--- src/gated_timer_pkg.sv ---
// Purpose: constants and types for the gated sixteen bit timer
// Assumes: APB register bus, word per register, byte address = 4 * index
// Notes: indices below are the register numbers, not byte addresses
// Functional notes
// - 16-bit count wraps to zero, sets flag
// - Timer mode counts instruction cycles after prescale
// - Counter mode counts external rising edges
// - Falling edge must precede first counted rise
// - Interrupt needs flag, overflow, peripheral, global enables
// - Flag stays set until software clears
// - Prescale codes give 1, 2, 4, 8
// - Count byte write clears hidden prescaler
// - Run bit starts and stops, resets zero
// - Gate enable counts only while gate low
// - Source bit picks external pin or Fosc/4
// - Sync bit chooses synchronised or unsynchronised input; here pins are always synchronised, bit only enables sleep counting
// - Crystal enable works only with internal oscillator
// - Asynchronous counter keeps counting during sleep
// - Each byte read returns a valid value
// - Crystal enable forces pin 4 and 5 directions to one
// - Sleep counting only asynchronous; wake needs enables
// - Wake with global enable enters service routine
package gated_timer_pkg;

  localparam int ADDR_W = 12;
  localparam logic [9:0] IDX_INTERRUPT_CONTROL = 10'h00b;
  localparam logic [9:0] IDX_PERIPHERAL_IRQ_FLAGS = 10'h00c;
  localparam logic [9:0] IDX_COUNT_LOW_BYTE = 10'h00e;
  localparam logic [9:0] IDX_COUNT_HIGH_BYTE = 10'h00f;
  localparam logic [9:0] IDX_TIMER_CONTROL = 10'h010;
  localparam logic [9:0] IDX_PERIPHERAL_IRQ_ENABLES = 10'h08c;
  localparam logic [9:0] IDX_PIN_DIRECTION = 10'h085;
  localparam logic [9:0] IDX_PIN_LEVELS = 10'h005;

  localparam int GLOBAL_IRQ_ENABLE_BIT = 7;
  localparam int PERIPHERAL_IRQ_ENABLE_BIT = 6;
  localparam int OVERFLOW_FLAG_BIT = 0;
  localparam int OVERFLOW_IRQ_ENABLE_BIT = 0;
  localparam int PIN4_DIRECTION_BIT = 4;
  localparam int PIN5_DIRECTION_BIT = 5;

  localparam logic [7:0] INTERRUPT_CONTROL_RESET = 8'h00;
  localparam logic [7:0] TIMER_CONTROL_RESET = 8'h00;
  localparam logic [5:0] PIN_DIRECTION_RESET = 6'h3f;
  localparam logic [15:0] COUNT_RESET = 16'h0000;
  localparam logic [15:0] COUNT_MAX = 16'hffff;

  // Fosc is pclk; the instruction cycle is four of them
  localparam int INSTR_CLOCK_DIV = 4;
  localparam logic [1:0] INSTR_DIV_LAST = 2'(INSTR_CLOCK_DIV - 1);

  // Pin vector layout through the input synchroniser
  localparam int PIN_EXT_COUNT = 6;
  localparam int PIN_GATE_N = 7;
  localparam int PIN_CRYSTAL = 8;
  localparam int PIN_VEC_W = 9;

  typedef struct packed {
    logic reserved;
    logic gate_enable;
    logic [1:0] input_prescale_select;
    logic crystal_osc_enable;
    logic ext_sync_disable;
    logic clock_source_select;
    logic counter_run;
  } timer_control_type;

endpackage

--- src/gated_sixteen_bit_timer.sv ---
// Purpose: sixteen bit timer/counter with gate, prescaler and overflow flag
// Assumes: one clock pclk; all pins are sampled through three flops
// Notes: asynchronous mode is modelled on pclk; it differs only in sleep behaviour
//
// Implementation choice: the APB register port.
module gated_sixteen_bit_timer (
  input wire logic pclk,
  input wire logic presetn,
  input wire logic psel,
  input wire logic penable,
  input wire logic pwrite,
  input wire logic [gated_timer_pkg::ADDR_W-1:0] paddr,
  input wire logic [31:0] pwdata,
  output logic [31:0] prdata,
  output logic pready,
  output logic pslverr,
  input wire logic external_count_input,
  input wire logic gate_input_n,
  input wire logic crystal_clock_in,
  input wire logic [5:0] port_pins_in,
  input wire logic internal_oscillator,
  input wire logic sleep_mode,
  output logic [5:0] pin_direction_out,
  output logic irq_request,
  output logic wake_request,
  output logic wake_to_isr,
  output logic wake_resume
);
  import gated_timer_pkg::*;

  function automatic logic index_hit(input logic [ADDR_W-1:0] addr, input logic [9:0] idx);
    index_hit = (addr[ADDR_W-1:2] == idx) && (addr[1:0] == 2'b00);
  endfunction

  // Register state
  logic [7:0] intctl_r;
  logic flag_r;
  logic ovf_ie_r;
  timer_control_type tctl_r;
  logic [5:0] dir_r;
  logic [15:0] count_r;
  logic [2:0] presc_r;
  logic [1:0] div_r;
  logic armed_r;
  logic ext_prev_r;
  logic [31:0] prdata_r;
  logic pslverr_r;
  logic irq_r;
  logic wake_r;
  logic wake_isr_r;
  logic wake_resume_r;

  // Input synchroniser
  logic [PIN_VEC_W-1:0] sync1_r;
  logic [PIN_VEC_W-1:0] sync2_r;
  logic [PIN_VEC_W-1:0] sync3_r;
  logic [PIN_VEC_W-1:0] filt_r;
  wire [PIN_VEC_W-1:0] pins_raw = {crystal_clock_in, gate_input_n, external_count_input, port_pins_in};
  // A level change counts only once stages two and three agree
  wire [PIN_VEC_W-1:0] filt_nxt = (sync2_r & sync3_r) | (filt_r & (sync2_r | sync3_r));

  // Bus decode
  wire setup_phase = psel && !penable;
  wire wr_en = psel && penable && pwrite;
  wire hit_intctl = index_hit(paddr, IDX_INTERRUPT_CONTROL);
  wire hit_flags = index_hit(paddr, IDX_PERIPHERAL_IRQ_FLAGS);
  wire hit_low = index_hit(paddr, IDX_COUNT_LOW_BYTE);
  wire hit_high = index_hit(paddr, IDX_COUNT_HIGH_BYTE);
  wire hit_tctl = index_hit(paddr, IDX_TIMER_CONTROL);
  wire hit_enables = index_hit(paddr, IDX_PERIPHERAL_IRQ_ENABLES);
  wire hit_dir = index_hit(paddr, IDX_PIN_DIRECTION);
  wire hit_levels = index_hit(paddr, IDX_PIN_LEVELS);
  wire hit_any = hit_intctl | hit_flags | hit_low | hit_high | hit_tctl | hit_enables | hit_dir | hit_levels;
  wire wr_low = wr_en && hit_low;
  wire wr_high = wr_en && hit_high;
  wire cnt_wr = wr_low || wr_high;
  wire wr_flags = wr_en && hit_flags;

  wire global_irq_enable = intctl_r[GLOBAL_IRQ_ENABLE_BIT];
  wire peripheral_irq_enable = intctl_r[PERIPHERAL_IRQ_ENABLE_BIT];

  // crystal only usable under internal oscillator
  wire osc_eff = tctl_r.crystal_osc_enable && internal_oscillator;

  // external level is the crystal when it is enabled, else the pin
  wire ext_level = osc_eff ? filt_r[PIN_CRYSTAL] : filt_r[PIN_EXT_COUNT];
  wire ext_rise = ext_level && !ext_prev_r;
  wire ext_fall = !ext_level && ext_prev_r;
  wire ext_src = tctl_r.clock_source_select;
  // sync bit only matters with the external source
  wire async_mode = ext_src && tctl_r.ext_sync_disable;

  // Instruction clock stops in sleep
  wire instr_tick = (div_r == INSTR_DIV_LAST) && !sleep_mode;

  // falling edge arms the counter input
  wire ext_evt = ext_rise && armed_r;
  wire armed_nxt = (!tctl_r.counter_run || !ext_src) ? 1'b0 : (ext_fall ? 1'b1 : armed_r);

  // internal source ticks once per instruction cycle
  wire src_evt = ext_src ? ext_evt : instr_tick;

  // gate pin low enables counting when gate is used
  wire gate_open = !tctl_r.gate_enable || !filt_r[PIN_GATE_N];
  // asynchronous counter alone runs during sleep
  // sleep counting restricted to asynchronous mode
  wire sleep_ok = !sleep_mode || async_mode;
  // run bit starts and stops counting
  wire count_on = tctl_r.counter_run && gate_open && sleep_ok;
  wire presc_adv = src_evt && count_on;

  // prescale division by 1, 2, 4 or 8
  wire [2:0] presc_mask = 3'((4'h1 << tctl_r.input_prescale_select) - 4'h1);
  wire inc = presc_adv && (presc_r == presc_mask);
  wire [2:0] presc_nxt = cnt_wr ? 3'h0 : (presc_adv ? (inc ? 3'h0 : presc_r + 3'h1) : presc_r);

  // wrap past maximum sets the flag
  // a write racing an increment wins; software should stop first
  wire overflow = inc && (count_r == COUNT_MAX) && !cnt_wr;
  wire [15:0] count_nxt = wr_low ? {count_r[15:8], pwdata[7:0]} :
                          wr_high ? {pwdata[7:0], count_r[7:0]} :
                          inc ? count_r + 16'h0001 : count_r;

  // flag held until software writes zero
  wire flag_nxt = overflow ? 1'b1 : (wr_flags ? pwdata[OVERFLOW_FLAG_BIT] : flag_r);

  // interrupt only with all three enables
  wire irq_nxt = flag_r && ovf_ie_r && peripheral_irq_enable && global_irq_enable;
  // wake needs run, overflow and peripheral enables
  wire wake_nxt = sleep_mode && tctl_r.counter_run && flag_r && ovf_ie_r && peripheral_irq_enable;

  // crystal forces both pin directions high
  wire [5:0] dir_eff = dir_r | (osc_eff ? 6'h30 : 6'h00);
  wire [5:0] levels_eff = filt_r[5:0] & (osc_eff ? 6'h0f : 6'h3f);

  // byte reads come from the registered count, always a settled value
  wire [7:0] rd_byte = hit_intctl ? intctl_r :
                       hit_flags ? {7'h00, flag_r} :
                       hit_low ? count_r[7:0] :
                       hit_high ? count_r[15:8] :
                       hit_tctl ? {1'b0, tctl_r[6:0]} :
                       hit_enables ? {7'h00, ovf_ie_r} :
                       hit_dir ? {2'b00, dir_eff} :
                       hit_levels ? {2'b00, levels_eff} : 8'h00;

  always_ff @(posedge pclk or negedge presetn) begin
    if (!presetn) begin
      sync1_r <= '0;
      sync2_r <= '0;
      sync3_r <= '0;
      filt_r <= '0;
    end else begin
      sync1_r <= pins_raw;
      sync2_r <= sync1_r;
      sync3_r <= sync2_r;
      filt_r <= filt_nxt;
    end
  end

  always_ff @(posedge pclk or negedge presetn) begin
    if (!presetn) begin
      div_r <= 2'h0;
      ext_prev_r <= 1'b0;
      armed_r <= 1'b0;
      presc_r <= 3'h0;
      count_r <= COUNT_RESET;
      flag_r <= 1'b0;
    end else begin
      div_r <= div_r + 2'h1;
      ext_prev_r <= ext_level;
      armed_r <= armed_nxt;
      // count byte writes clear the prescaler
      presc_r <= presc_nxt;
      count_r <= count_nxt;
      flag_r <= flag_nxt;
    end
  end

  always_ff @(posedge pclk or negedge presetn) begin
    if (!presetn) begin
      intctl_r <= INTERRUPT_CONTROL_RESET;
      ovf_ie_r <= 1'b0;
      tctl_r <= TIMER_CONTROL_RESET;
      dir_r <= PIN_DIRECTION_RESET;
    end else if (wr_en) begin
      if (hit_intctl) begin
        intctl_r <= pwdata[7:0];
      end
      if (hit_enables) begin
        ovf_ie_r <= pwdata[OVERFLOW_IRQ_ENABLE_BIT];
      end
      if (hit_tctl) begin
        tctl_r <= {1'b0, pwdata[6:0]};
      end
      if (hit_dir) begin
        dir_r <= pwdata[5:0];
      end
    end
  end

  // Read data captured in setup so it comes from a flop in the access phase
  always_ff @(posedge pclk or negedge presetn) begin
    if (!presetn) begin
      prdata_r <= 32'h0000_0000;
      pslverr_r <= 1'b0;
    end else if (setup_phase) begin
      prdata_r <= {24'h000000, rd_byte};
      pslverr_r <= !hit_any;
    end
  end

  always_ff @(posedge pclk or negedge presetn) begin
    if (!presetn) begin
      irq_r <= 1'b0;
      wake_r <= 1'b0;
      wake_isr_r <= 1'b0;
      wake_resume_r <= 1'b0;
    end else begin
      irq_r <= irq_nxt;
      wake_r <= wake_nxt;
      // global enable set means vector to the service routine
      wake_isr_r <= wake_nxt && global_irq_enable;
      // global enable clear means continue after sleep
      wake_resume_r <= wake_nxt && !global_irq_enable;
    end
  end

  assign prdata = prdata_r;
  assign pready = 1'b1;
  assign pslverr = pslverr_r;
  assign pin_direction_out = dir_eff;
  assign irq_request = irq_r;
  assign wake_request = wake_r;
  assign wake_to_isr = wake_isr_r;
  assign wake_resume = wake_resume_r;

  a_wrap_sets_flag: assert property (@(posedge pclk) disable iff (!presetn)
    overflow |=> flag_r && (count_r == COUNT_RESET))
    else $error("wrap did not clear count and set flag");

  a_flag_stays_set: assert property (@(posedge pclk) disable iff (!presetn)
    (flag_r && !wr_flags) |=> flag_r)
    else $error("overflow flag cleared without software");

  a_irq_needs_enables: assert property (@(posedge pclk) disable iff (!presetn)
    irq_request |-> $past(global_irq_enable) && $past(peripheral_irq_enable) && $past(ovf_ie_r) && $past(flag_r))
    else $error("interrupt raised without all enables");

  a_stopped_count_holds: assert property (@(posedge pclk) disable iff (!presetn)
    (!tctl_r.counter_run && !cnt_wr) |=> $stable(count_r))
    else $error("count moved while stopped");

  a_write_clears_prescale: assert property (@(posedge pclk) disable iff (!presetn)
    cnt_wr |=> (presc_r == 3'h0))
    else $error("prescaler not cleared by count write");

  a_rise_needs_arm: assert property (@(posedge pclk) disable iff (!presetn)
    (ext_src && tctl_r.counter_run && ext_rise && !armed_r && !cnt_wr) |=> $stable(count_r))
    else $error("rising edge counted before falling edge");

  a_gate_blocks_count: assert property (@(posedge pclk) disable iff (!presetn)
    (tctl_r.gate_enable && filt_r[PIN_GATE_N] && !cnt_wr) |=> $stable(count_r))
    else $error("count moved while gate high");

  a_sleep_sync_halts: assert property (@(posedge pclk) disable iff (!presetn)
    (sleep_mode && !async_mode && !cnt_wr) |=> $stable(count_r))
    else $error("count moved in sleep outside asynchronous mode");

  a_crystal_forces_dir: assert property (@(posedge pclk) disable iff (!presetn)
    osc_eff |-> (pin_direction_out[PIN5_DIRECTION_BIT] && pin_direction_out[PIN4_DIRECTION_BIT]))
    else $error("pin directions not forced by crystal");

  a_prescale_eight_spacing: assert property (@(posedge pclk) disable iff (!presetn)
    (inc && (tctl_r.input_prescale_select == 2'b11) && !ext_src && $stable(tctl_r))
      |=> !inc [*8])
    else $error("divide by eight incremented too soon");

  a_wake_isr_select: assert property (@(posedge pclk) disable iff (!presetn)
    wake_to_isr |-> wake_request && $past(global_irq_enable))
    else $error("service routine wake without global enable");

  // Wake flavours are exclusive; the core must never see both
  a_wake_resume_select: assert property (@(posedge pclk) disable iff (!presetn)
    wake_resume |-> wake_request && !$past(global_irq_enable))
    else $error("resume wake with global enable set");

  a_wake_exclusive: assert property (@(posedge pclk) disable iff (!presetn)
    !(wake_to_isr && wake_resume))
    else $error("both wake flavours raised");

  a_wake_needs_enables: assert property (@(posedge pclk) disable iff (!presetn)
    wake_request |-> $past(sleep_mode) && $past(tctl_r.counter_run) && $past(flag_r)
      && $past(ovf_ie_r) && $past(peripheral_irq_enable))
    else $error("wake raised without run and enables");

  a_irq_follows_flag: assert property (@(posedge pclk) disable iff (!presetn)
    (flag_r && ovf_ie_r && peripheral_irq_enable && global_irq_enable) |=> irq_request)
    else $error("interrupt missing with all enables");

  // Polling software relies on the flag with every enable clear
  a_flag_sets_unmasked: assert property (@(posedge pclk) disable iff (!presetn)
    (overflow && !ovf_ie_r) |=> flag_r)
    else $error("flag not set with interrupt masked");

  a_flag_clear_write: assert property (@(posedge pclk) disable iff (!presetn)
    (wr_flags && !overflow && !pwdata[OVERFLOW_FLAG_BIT]) |=> !flag_r)
    else $error("software clear of flag lost");

  a_count_steps_one: assert property (@(posedge pclk) disable iff (!presetn)
    (inc && !cnt_wr) |=> (count_r == $past(count_r) + 16'h0001))
    else $error("count did not step by one");

  // Byte writes touch only their own half of the count
  a_low_write_lands: assert property (@(posedge pclk) disable iff (!presetn)
    wr_low |=> (count_r[7:0] == $past(pwdata[7:0])) && (count_r[15:8] == $past(count_r[15:8])))
    else $error("low byte write did not land");

  a_high_write_lands: assert property (@(posedge pclk) disable iff (!presetn)
    wr_high |=> (count_r[15:8] == $past(pwdata[7:0])) && (count_r[7:0] == $past(count_r[7:0])))
    else $error("high byte write did not land");

  a_tick_spacing: assert property (@(posedge pclk) disable iff (!presetn)
    (inc && !ext_src && (tctl_r.input_prescale_select == 2'b00) && $stable(tctl_r))
      |=> !inc [*3])
    else $error("internal count faster than instruction cycle");

  a_prescale_two_spacing: assert property (@(posedge pclk) disable iff (!presetn)
    (inc && (tctl_r.input_prescale_select == 2'b01) && !ext_src && $stable(tctl_r))
      |=> !inc [*7])
    else $error("divide by two incremented too soon");

  // Stale arming would let the first rise after a restart count
  a_stopped_disarms: assert property (@(posedge pclk) disable iff (!presetn)
    !tctl_r.counter_run |=> !armed_r)
    else $error("input armed while stopped");

  a_internal_sleeps: assert property (@(posedge pclk) disable iff (!presetn)
    (sleep_mode && !ext_src && !cnt_wr) |=> $stable(count_r))
    else $error("internal count moved in sleep");

  a_read_low_byte: assert property (@(posedge pclk) disable iff (!presetn)
    (setup_phase && hit_low) |=> (prdata[7:0] == $past(count_r[7:0])))
    else $error("low byte read not the count");

  a_read_high_byte: assert property (@(posedge pclk) disable iff (!presetn)
    (setup_phase && hit_high) |=> (prdata[7:0] == $past(count_r[15:8])))
    else $error("high byte read not the count");

  a_read_upper_zero: assert property (@(posedge pclk) disable iff (!presetn)
    prdata[31:8] == 24'h000000)
    else $error("upper read data not zero");

  a_unmapped_error: assert property (@(posedge pclk) disable iff (!presetn)
    (setup_phase && !hit_any) |=> pslverr)
    else $error("unmapped access without error");

  // Under the crystal the shared pins must read low
  a_crystal_levels_low: assert property (@(posedge pclk) disable iff (!presetn)
    (setup_phase && hit_levels && osc_eff) |=> (prdata[5:4] == 2'b00))
    else $error("crystal pins did not read zero");

endmodule

--- config.mk ---
export PLATFORM = sky130hd
export DESIGN_NAME = gated_sixteen_bit_timer
export DESIGN_NICKNAME = d
export VERILOG_FILES = /design/src/gated_timer_pkg.sv /design/src/gated_sixteen_bit_timer.sv
export SDC_FILE = /design/constraint.sdc
export NUM_CORES = 1
export LEC_CHECK = 0
export ABC_AREA = 1
export BUFFER_PORTS_ARGS = -buffer_cell sky130_fd_sc_hd__buf_2
export CAP_MARGIN = 20
export CORE_MARGIN = 8
export CORE_UTILIZATION = 50
export DETAILED_ROUTE_END_ITERATION = 10
export GPL_TIMING_DRIVEN = 0
export PLACE_DENSITY = 0.74
export REMOVE_ABC_BUFFERS = 1
export SYNTH_ARGS = -nofsm -noshare
export SYNTH_HDL_FRONTEND = slang
export SYNTH_SLANG_ARGS = --single-unit
--- constraint.sdc ---
create_clock -name pclk -period 5 [get_ports pclk]
set_input_delay 0.25 -clock pclk [delete_from_list [all_inputs] [get_ports pclk]]
set_output_delay 0.25 -clock pclk [all_outputs]
set_load 0.1 [all_outputs]
Word-level counts from Yosys, hierarchy flattened
Cells that the tools add are included.
Widths: inputs -> output; s select.
{ "op_classes": {"shift": 1, "mux": 22, "n_bitwise": 14, "addsub": 4, "eq_ne": 12, "n_reduce_logical": 62} }
{ "op_table": {"columns": ["op", "count"], "rows": [
  ["$eq 10x4->1 const B", 4],
  ["$mux 8", 5],
  ["$logic_and 1x1->1", 35],
  ["$mux 16", 2],
  ["$mux 6", 5],
  ["$eq 10x8->1 const B", 2],
  ["$and 9x9->9", 2],
  ["$or 9x9->9", 2],
  ["$add 16x1->16 const B", 1],
  ["$eq 16x16->1 const B", 1],
  ["$reduce_and 2->1", 6],
  ["$logic_not 1->1", 11],
  ["$eq 10x3->1 const B", 1],
  ["$eq 10x5->1 const B", 1],
  ["$reduce_bool 2->1", 5],
  ["$mux 3", 3],
  ["$mux 7", 1],
  ["$or 1x1->1", 7],
  ["$and 6x6->6", 1],
  ["$mux 1", 6],
  ["$or 6x6->6", 1],
  ["$logic_or 1x1->1", 4],
  ["$add 3x1->3 const B", 1],
  ["$eq 3x3->1", 1],
  ["7 further kinds", 7]
]} }
{ "totals": {"out_inout_bits": 44, "in_bits": 60, "ff_bits": 95} }

Logic depth before layout (Yosys ltp)
Gate-level depths: netlist (run 1).
{ "logic_depth": {"word_depth": 11, "depth_mapped": 14} }

Worst setup path before layout (run 1)
Ideal clock, no wire load.
{ "synth_timing": {"path_kind": "reg-to-reg", "startpoint": "register tctl_r[3] in the netlist's numbering", "endpoint": "register prdata_r[5], in the netlist prdata[5]", "setup_ns": 0.123, "arrival_time_ns": 1.612, "setup_slack_ns": 3.265, "t_required_ns": 4.877, "path_stages_with_launch": 7, "n_path_buf": 0, "path_cell_list": "dfrtp_1 -> nand2_2 -> nand2_1 -> o211ai_1 -> nand3_1 -> nand2_1 -> a21oi_1"} }
{ "synth_between": {"word_cells_on_any_way": 13} }
{ "synth_lines": {"columns": ["item", "line", "text"], "rows": [
  ["start, declared", "gated_sixteen_bit_timer.sv:39", "timer_control_type tctl_r;"],
  ["start signal, assigned", "gated_sixteen_bit_timer.sv:193", "tctl_r <= {1'b0, pwdata[6:0]};"],
  ["$logic_and 1x1->1", "gated_sixteen_bit_timer.sv:83", "wire osc_eff = tctl_r.crystal_osc_enable && internal_oscillator;"],
  ["$mux 6", "gated_sixteen_bit_timer.sv:133", "wire [5:0] dir_eff = dir_r | (osc_eff ? 6'h30 : 6'h00);"],
  ["$or 6x6->6", "gated_sixteen_bit_timer.sv:133", null],
  ["named net pin_direction_out[5]", "gated_sixteen_bit_timer.sv:23", "output logic [5:0] pin_direction_out,"],
  ["$mux 6", "gated_sixteen_bit_timer.sv:143", "hit_dir ? {2'b00, dir_eff} :"],
  ["$mux 6", "gated_sixteen_bit_timer.sv:142", "hit_enables ? {7'h00, ovf_ie_r} :"],
  ["$mux 7", "gated_sixteen_bit_timer.sv:141", "hit_tctl ? {1'b0, tctl_r[6:0]} :"],
  ["$mux 8", "gated_sixteen_bit_timer.sv:140", "hit_high ? count_r[15:8] :"],
  ["$mux 8", "gated_sixteen_bit_timer.sv:139", "hit_low ? count_r[7:0] :"],
  ["$mux 8", "gated_sixteen_bit_timer.sv:138", "hit_flags ? {7'h00, flag_r} :"],
  ["$mux 8", "gated_sixteen_bit_timer.sv:137", "wire [7:0] rd_byte = hit_intctl ? intctl_r :"],
  ["end signal, assigned", "gated_sixteen_bit_timer.sv:207", "prdata_r <= {24'h000000, rd_byte};"],
  ["end, declared", "gated_sixteen_bit_timer.sv:46", "logic [31:0] prdata_r;"]
]} }
The timed path passes the listed nets, and every way through them passes these cells.
A chain may end at the register's enable or synchronous reset.

Worst setup path after layout (run 1)
{ "layout_timing": {"startpoint": "register count_r[0]", "endpoint": "register count_r[14]"} }
{ "layout_between": {"elab_chain_cells": 3} }
{ "layout_lines": {"columns": ["item", "line", "text"], "rows": [
  ["start, declared", "gated_sixteen_bit_timer.sv:41", "logic [15:0] count_r;"],
  ["start signal, assigned", "gated_sixteen_bit_timer.sv:174", "count_r <= count_nxt;"],
  ["$add 16x1->16", "gated_sixteen_bit_timer.sv:122", "inc ? count_r + 16'h0001 : count_r;"],
  ["$mux 16", "gated_sixteen_bit_timer.sv:122", null],
  ["$mux 16", "gated_sixteen_bit_timer.sv:121", "wr_high ? {pwdata[7:0], count_r[7:0]} :"]
]} }
Every way passes these cells. The select of a mux whose other input is x is not followed.

==> results of run 1 <==
power breakdown:
part	total, uW	internal [uW]	switching [uW]	leakage, uW
Clock	492	232	260	0.0000937
Sequential	809	795	13.9	0.00114
Combinational	247	40.6	206	0.00159
registers in the layout (all words and copies together), names as in the netlist, 2 cells and up:
register  flops
sync2_r       9
intctl_r      8
tctl_r        6
prdata        8
div_r         2
count_r      16
dir_r         6
filt_r        9
sync1_r       9
presc_r       3
sync3_r       9
critical path, stage by stage (launching register included):
cell,delay [ns]
dfrtp_1,0.42
ha_1,0.24
nand2_1,0.09
nor2_1,0.20
nand2_1,0.12
nor2_1,0.10
nand3_1,0.09
nor2_1,0.19
nand2_1,0.08
nand2_1,0.06
nand2_1,0.05
nand2_1,0.05
nand2_1,0.05
nand2_1,0.05
nand2_1,0.04
layout make-up:
cell class	instances	area, um^2	area share [%]
repair buffers	65	400	7.24
flip-flops and latches	95	2380	43.1
clock inverters	5	56.3	1.02
inverters	76	292	5.27
multi-input cells	402	2100	38.0
well taps	133	166	3.01
clock buffers	11	131	2.38
placed cells by master (no fill, tap or decap), drive strengths merged:
cell type,n
xnor2,2
buf,55
xor2,9
clkinvlp,1
a31oi,1
nand4,14
inv,75
o22ai,6
a211oi,2
or2,1
dfrtp,89
bufinv,1
nor2,60
nand3b,1
nand3,36
clkbuf,11
nand2,136
dfstp,6
nor3b,1
conb,25
maj3,9
nor3,12
clkinv,4
o211ai,1
a21boi,1
dlygate4sd3,10
a41oi,1
o31ai,1
o21ai,53
o21bai,2
ha,3
a21oi,25
layer usage:
layer	share of wire (%)	vias up	wire length, um	global-route usage (%)
met4	1.6	0	192	5.96
met2	49	118	5980	32.3
met1	43	1889	5320	23.4
li1	-	1960	-	-
met5	0	-	0	0
met3	6.7	18	826	4.27
stage by stage:
step	total power (uW)	utilization [%]
4_1_cts	1560	56.8
5_1_grt	1600	56.8
3_5_place_dp	1060	53.9
3_3_place_gp	1060	53.6
2_1_floorplan	998	-
6_report	1550	56.8
cells by family (layout without fill, tap and decap cells):
family                   after synthesis  count (layout)  share of synthesized area (%)
AO/OA/AOI/OAI                         93              93                           11.0
XOR/XNOR                              11              11                           1.94
adder cells (fa/ha/maj)               12              12                           2.56
buffers and inverters                112             157                           11.6
flip-flops                            95              95                           47.9
other                                  2              25                          0.151
AND/OR/NAND/NOR                      261             261                           24.8
worst max-delay path by stage:
stage | startpoint | endpoint | slack, ns | cells past startpoint
after floorplan | tctl_r[3]$_DFFE_PN0P_ | prdata[5]$_DFFE_PN0P_ | 3.26 | 6
after global placement | presetn | prdata[1]$_DFFE_PN0P_ | 2.79 | 1
after detailed placement | paddr[8] | prdata[4]$_DFFE_PN0P_ | 3.03 | 9
after CTS | count_r[1]$_DFFE_PN0P_ | count_r[14]$_DFFE_PN0P_ | 3.10 | 14
after global routing | count_r[1]$_DFFE_PN0P_ | count_r[14]$_DFFE_PN0P_ | 2.84 | 14
final | count_r[0]$_DFFE_PN0P_ | count_r[14]$_DFFE_PN0P_ | 3.07 | 14
what timing repair did:
action | CTS | global route
hold buffers | 10 | 0
setup buffers | 0 | 0
hold endpoints to repair | 48 | 0
resized for setup | 0 | 0
==> impl_metrics.toml, run 1 <==
[critical_path]
r2r_start = "count_r[0]$_DFFE_PN0P_"
end_kind = "flop"
rr_endpoint = "count_r[14]$_DFFE_PN0P_"
startpoint_type = "flop"
crit_type = "flop to flop"
r2r_slack_ns = 3.07
crit_required_ns = 5.26
crit_fanout = 4
worstPathArrival_ns = 2.19
r2r_cells = 14

[die]
die_w_um = 116
die_height_um = 116
start_util_pct = 51.1
rows = 36
coreArea_mm2 = 0.00973
die_area_mm2 = 0.0134
pin_count = 104

[final_layout]
syn2layout_area_growth_pct = 11.1
instances_no_fill = 787
fill_cells = 940
diodes = 0
drive_gt1_share_pct = 18.3
fin_nets = 712
design_area_mm2 = 0.00553

[pwr]
power.density_mw_per_mm2 = 280
p_leak_uw = 0.00283
ir_drop_mv = 0.194

[worst_hold_path]
hold-path-cell-count = 3
whs_endpoint = "flag_r$_DFFE_PN0P_"
hp-class = "input port to flop"
hp-start = "pwdata[0]"

[synthesis]
syn_area_per_cell_um2 = 8.49
synth_cells = 586
ys_seq_area_share_pct = 47.9
yosysMostFrequentCell = "nand2_1"
synthFlopType = "dfrtp_1"
synth_warnings = 0
ys_ff_latch = 95
synthTopCellsByArea = "dfrtp_1, nand2_1, inv_1, buf_4, nor2_1"
synth_top_area_share_pct = 44.8
synthesis.area_mm2 = 0.00498
synthTopCellsByCount = "nand2_1, dfrtp_1, inv_1"
synth_edf_count = 0
yosysTopAreaCell = "dfrtp_1"
ys_types = 46
synth-async-reset-ratio_pct = 100

[sta]
relSlewSlack_pct = 60.8
hold_viol_final = 0
period_needed_ns = 1.93
period_share_pct = 38.5
rsz0062_at_grt = "no"
finalWorstSetupSlack_ns = 3.07
clock_skew_ns = 0.00807
hold_ws_ns = 0.167
max_freq_mhz = 519
tns_ns = 0
setup_violations = 0
tightest_slew_ns = 0.588
finalMaxSlewViolations = 0

[route]
ant_nets = 0
drc = 0
firstDrtPassIters = 4
drtIter0Drc = 264
vias = 3985
via_per_inst = 5.06
wl_per_cell_um = 15.7
routed_wl_um = 12300

[clock_network]
clk_path_buf_depth = 2
clk_latency_ns = 0.36
htreeDepth = 3
tritoncts = "yes"
clock_sinks = 95
clk_pin_slew_ns = 0.09
numCtsBuffers = 9
clock-root-buffer = "clkbuf_8"

[grt]
grt_pass1_vias = 3904
grt_util_all_layers_pct = 19.0
grt_max_degree = 55
antenna_found_initial = 0
grt_overflow = 0
grt_pass1_wl_um = 19600

[placed_design]
post_dp_cell_area_mm2 = 0.00524
pre_cts_ws_ns = 3.03
place.gp.congestion = 0.904
dp_cells = 761
numPortBuffers = 54
hpwl_um = 9480

[run_status]
status = "finished, final reports clean"

[flow_run]
cap_violations = 0
(Power assumes the default switching activity.)
==> run 2: changes to the inputs <==
- clock period: 5 -> 1.84 ns (I/O delays scaled with it)
==> impl_metrics.toml, run 2 (synthesized netlist as in run 1, its figures left out) <==
[sta]
tightest_slew_ns = 0.588
relSlewSlack_pct = 60.8
clock_skew_ns = 0.00869
rsz0062_at_grt = "yes"
hold_viol_final = 0
setup_violations = 0
max_freq_mhz = 565
period_needed_ns = 1.77
period_share_pct = 96.1
finalMaxSlewViolations = 0

[route]
routed_wl_um = 12400
firstDrtPassIters = 5
drc = 0
vias = 4034
via_per_inst = 5.08
ant_nets = 0
drtIter0Drc = 323
wl_per_cell_um = 15.6

[final_layout]
final_common_cell = "nand2_1"
syn2layout_area_growth_pct = 13.3
drive_gt1_share_pct = 20.4
top_register = "count_r"
final_util_pct = 57.9
diodes = 0
largest_reg_flops = 16
design_area_mm2 = 0.00564
fin_nets = 719
fill_cells = 921
final_cell_mix = "nand2_1, dfrtp_1, inv_1"
instances_no_fill = 794

[run_status]
status = "finished, final reports clean"

[grt]
grt_pass1_wl_um = 19700
antenna_found_initial = 0
grtUsageMet3_pct = 4.22
met1_usage_pct = 23.6
busiest_layer = "met2"
use_met2_pct = 32.3
grt_overflow = 0
grt_max_degree = 55
grt_pass1_vias = 3901
grt_util_all_layers_pct = 19.0

[worst_hold_path]
hp-class = "input port to flop"

[critical_path]
path_cells = "or2_2, o22ai_1, nand3_2, nor2_4, o21ai_4, buf_4, nand2_1, nand2_1"
cp.depth = 8
r2r_slack_ns = 0.07
crit_required_ns = 2.10
startpoint_type = "flop"
max_stage_delay_ns = 0.43
crit_path_top_delay_cell = "dfrtp_1"
critPathLaunch = "tctl_r[5]$_DFFE_PN0P_"
r2r_cells = 8
r2r_start = "tctl_r[5]$_DFFE_PN0P_"
cp_num_buf_inv = 1
crit_type = "flop to flop"
endpoint = "count_r[10]$_DFFE_PN0P_"
path_delay_family = "simple AND/OR/NAND/NOR gates"
crit_fanout = 5
path_common_cell = "nand2_1"
worstPathArrival_ns = 2.03
end_kind = "flop"
rr_endpoint = "count_r[10]$_DFFE_PN0P_"

[placed_design]
numPortBuffers = 54
post_dp_cell_area_mm2 = 0.00524
place.gp.congestion = 0.904
hpwl_um = 9480
dp_cells = 761

[clock_network]
tritoncts = "yes"
numCtsBuffers = 9
clk_path_buf_depth = 2
clk_latency_ns = 0.36
clk_pin_slew_ns = 0.09
clock_sinks = 95
htreeDepth = 3
clock-root-buffer = "clkbuf_8"

[die]
die_w_um = 116
start_util_pct = 51.1
rows = 36
die_area_mm2 = 0.0134
pin_count = 104
coreArea_mm2 = 0.00973
die_height_um = 116

[pwr]
power_uw = 4210
p_leak_uw = 0.00286
power.density_mw_per_mm2 = 747
ir_drop_mv = 0.530

[flow_run]
cap_violations = 0
run 2: cell count changes in the layout (fill, tap and decap cells not counted), moves of 2 or more:
cell | before | now
dfrtp_1 | 89 | 87
buf_4 | 1 | 7
nand2_1 | 128 | 126
dfrtp_2 | 0 | 2
nor2_1 | 48 | 46
run 2: cell type report:
class                   count  area (um^2)  share of cell area, %
clock buffers              11          131                   2.33
well taps                 133          166                   2.95
multi-input cells         402         2140                   38.0
flip-flops and latches     95         2390                   42.4
inverters                  76          297                   5.26
repair buffers             72          455                   8.08
clock inverters             5         56.3                  0.999
run 2: routing by layer:
layer  up-vias  part of all wire [%]
met1      1903                    42
met5         -                     0
met4         0                   2.1
li1       1978                     -
met2       126                    49
met3        27                   6.9
run 2: metrics by stage:
stage	worst slack (ns)	hold slack, ns	TNS, ns
detailed placement	-0.0502	0.131	-0.0502
CTS	0.0371	0.0185	0
global placement	-0.211	0.200	-18.33
finish	0.0709	0.0275	0
floorplan	0.105	-0.204	0
global route	-0.0136	0.0358	-0.0598
run 2: what timing repair did:
action,CTS,global route
pin swaps,0,7
hold endpoints to repair,49,0
endpoints found under the setup margin,1,15
hold buffers,11,0
buffers inserted,0,6
resized for setup,2,12
run 2: worst min-delay path, cell delays in order:
cell and delay (ns):
buf_2 0.09, nand2_1 0.04, nand2_1 0.05, nand2_1 0.04, nand2_1 0.04
run 2: power by group:
group | switching, uW | internal [uW] | leakage (uW)
logic | 560 | 112 | 0.00163
registers | 38.0 | 2160 | 0.00114
clock network | 709 | 630 | 0.0000937
total | 1310 | 2900 | 0.00286
run 2: worst min path at each step:
stage / start / to / slack, ns / depth (start not counted)
global route: pwdata[7] / intctl_r[7]$_DFFE_PN0P_ / 0.04 / 3
global placement: port_pins_in[3] / sync1_r[3]$_DFF_PN0_ / 0.20 / 1
detailed placement: presetn / sync1_r[5]$_DFF_PN0_ / 0.13 / 1
CTS: pwdata[6] / count_r[14]$_DFFE_PN0P_ / 0.02 / 5
floorplan: presetn / armed_r$_DFFE_PN0P_ / -0.20 / 0
finish: pwdata[6] / count_r[14]$_DFFE_PN0P_ / 0.03 / 5
==> run 3: changes to the inputs <==
- CORE_ASPECT_RATIO: unset -> 0.7
==> impl_metrics.toml, run 3 (synthesized netlist as in run 1, its figures left out) <==
[run_status]
status = "finished, final reports clean"

[placed_design]
place.gp.congestion = 0.933
hpwl_um = 9690
numPortBuffers = 54
dp_cells = 756
post_dp_cell_area_mm2 = 0.00524

[worst_hold_path]
whs_endpoint = "flag_r$_DFFE_PN0P_"
hp-start = "pwdata[0]"
hp-class = "input port to flop"
hold-path-cell-count = 3

[grt]
grt_pass1_vias = 3927
grt_overflow = 0
use_met2_pct = 27.7
antenna_found_initial = 0
grt_max_degree = 76
met1_usage_pct = 27.9
busiest_layer = "met1"
grt_util_all_layers_pct = 19.2
grtUsageMet3_pct = 4.48
grt_pass1_wl_um = 20400

[final_layout]
final_util_pct = 59.5
design_area_mm2 = 0.00576
largest_reg_flops = 16
fin_nets = 719
final_common_cell = "nand2_1"
syn2layout_area_growth_pct = 15.7
fill_cells = 867
instances_no_fill = 789
drive_gt1_share_pct = 21.5
multiInputGateArea_mm2 = 0.00216
register_area_mm2 = 0.00239
diodes = 0
final_cell_mix = "nand2_1, dfrtp_1, inv_1"
top_register = "count_r"

[route]
drc = 0
wl_per_cell_um = 16.3
firstDrtPassIters = 5
ant_nets = 0
via_per_inst = 5.25
routed_wl_um = 12800
vias = 4140
drtIter0Drc = 436

[clock_network]
clock_sinks = 95
clk_latency_ns = 0.34
clk_path_buf_depth = 2
numCtsBuffers = 9
htreeDepth = 3
clk_pin_slew_ns = 0.07
clock-root-buffer = "clkbuf_16"
tritoncts = "yes"

[critical_path]
r2r_start = "tctl_r[5]$_DFFE_PN0P_"
crit_fanout = 6
r2r_slack_ns = 0.12
worstPathArrival_ns = 1.96
r2r_cells = 8
crit_required_ns = 2.08
startpoint_type = "flop"
crit_path_top_delay_cell = "dfrtp_1"
max_stage_delay_ns = 0.43
cp_num_buf_inv = 1
critPathLaunch = "tctl_r[5]$_DFFE_PN0P_"
rr_endpoint = "count_r[8]$_DFFE_PN0P_"
end_kind = "flop"
path_delay_family = "simple AND/OR/NAND/NOR gates"
crit_type = "flop to flop"
path_cells = "or2_2, o22ai_2, nand3_2, nor2_4, o21ai_4, buf_4, nand2_1, o21ai_1"

[sta]
setup_violations = 0
hold_viol_final = 0
finalMaxSlewViolations = 0
relSlewSlack_pct = 65.6
max_freq_mhz = 581
clock_skew_ns = 0.00520
period_share_pct = 93.5
tightest_slew_ns = 0.512
rsz0062_at_grt = "yes"
period_needed_ns = 1.72

[die]
die_w_um = 135
rows = 30
start_util_pct = 51.4
die_height_um = 99.5
die_area_mm2 = 0.0135
pin_count = 104
coreArea_mm2 = 0.00968

[pwr]
power.density_mw_per_mm2 = 825
p_leak_uw = 0.00291
ir_drop_mv = 0.445

[flow_run]
cap_violations = 0
-- run 3: per-stage QoR --
step           total power, uW   TNS, ns  setup WS, ns  hold slack (ns)
2_1_floorplan             2710         0         0.105           -0.204
3_3_place_gp              2880    -22.15        -0.259            0.199
3_5_place_dp              2900    -0.150        -0.146           0.0245
4_1_cts                   4780  -0.00254      -0.00254           0.0263
5_1_grt                   4900   -0.0249       -0.0249           0.0465
6_report                  4750         0         0.120           0.0257
-- run 3: repair_timing --
| action | in CTS | in global routing |
|---|---|---|
| resized for setup | 4 | 17 |
| endpoints found under the hold margin | 29 | 0 |
| endpoints found under the setup margin | 5 | 14 |
| hold buffers | 10 | 0 |
| setup buffers | 0 | 6 |
| gates cloned | 0 | 1 |
| pin swaps | 0 | 6 |
-- run 3: routing by layer --
metal,wire [um],up-vias,share of wire [%]
met2,5400,184,42
met1,6200,1947,48
met4,132,0,1.0
li1,-,1993,-
met5,0,-,0
met3,1100,16,8.6
-- run 3: layout make-up --
type | instances | area share, %
sequential | 95 | 41.5
timing repair inverter | 1 | 0.109
tap | 128 | 2.78
timing repair buffer | 71 | 7.74
multi-input combinational | 402 | 37.5
clock buffer | 10 | 3.98
clock inverter | 6 | 1.22
inverter | 76 | 5.19
-- run 3: worst max-delay path by stage --
| stage | end | cells after the start |
|---|---|---|
| floorplan | prdata[5]$_DFFE_PN0P_ | 6 |
| global placement | sync1_r[5]$_DFF_PN0_ | 1 |
| detailed placement | count_r[14]$_DFFE_PN0P_ | 14 |
| CTS | count_r[14]$_DFFE_PN0P_ | 14 |
| global route | count_r[14]$_DFFE_PN0P_ | 14 |
| finish | count_r[8]$_DFFE_PN0P_ | 8 |
-- run 3: power breakdown --
group	switching [uW]	total, uW	internal, uW
Clock	812	1880	1060
Combinational	562	672	111
Sequential	40.4	2200	2160
Total	1410	4750	3340
-- run 3: worst reg2reg max path: stages (launching register included) --
cell,delay [ns]
dfrtp_1,0.43
or2_2,0.32
o22ai_2,0.10
nand3_2,0.12
nor2_4,0.24
o21ai_4,0.15
buf_4,0.16
nand2_1,0.04
o21ai_1,0.05
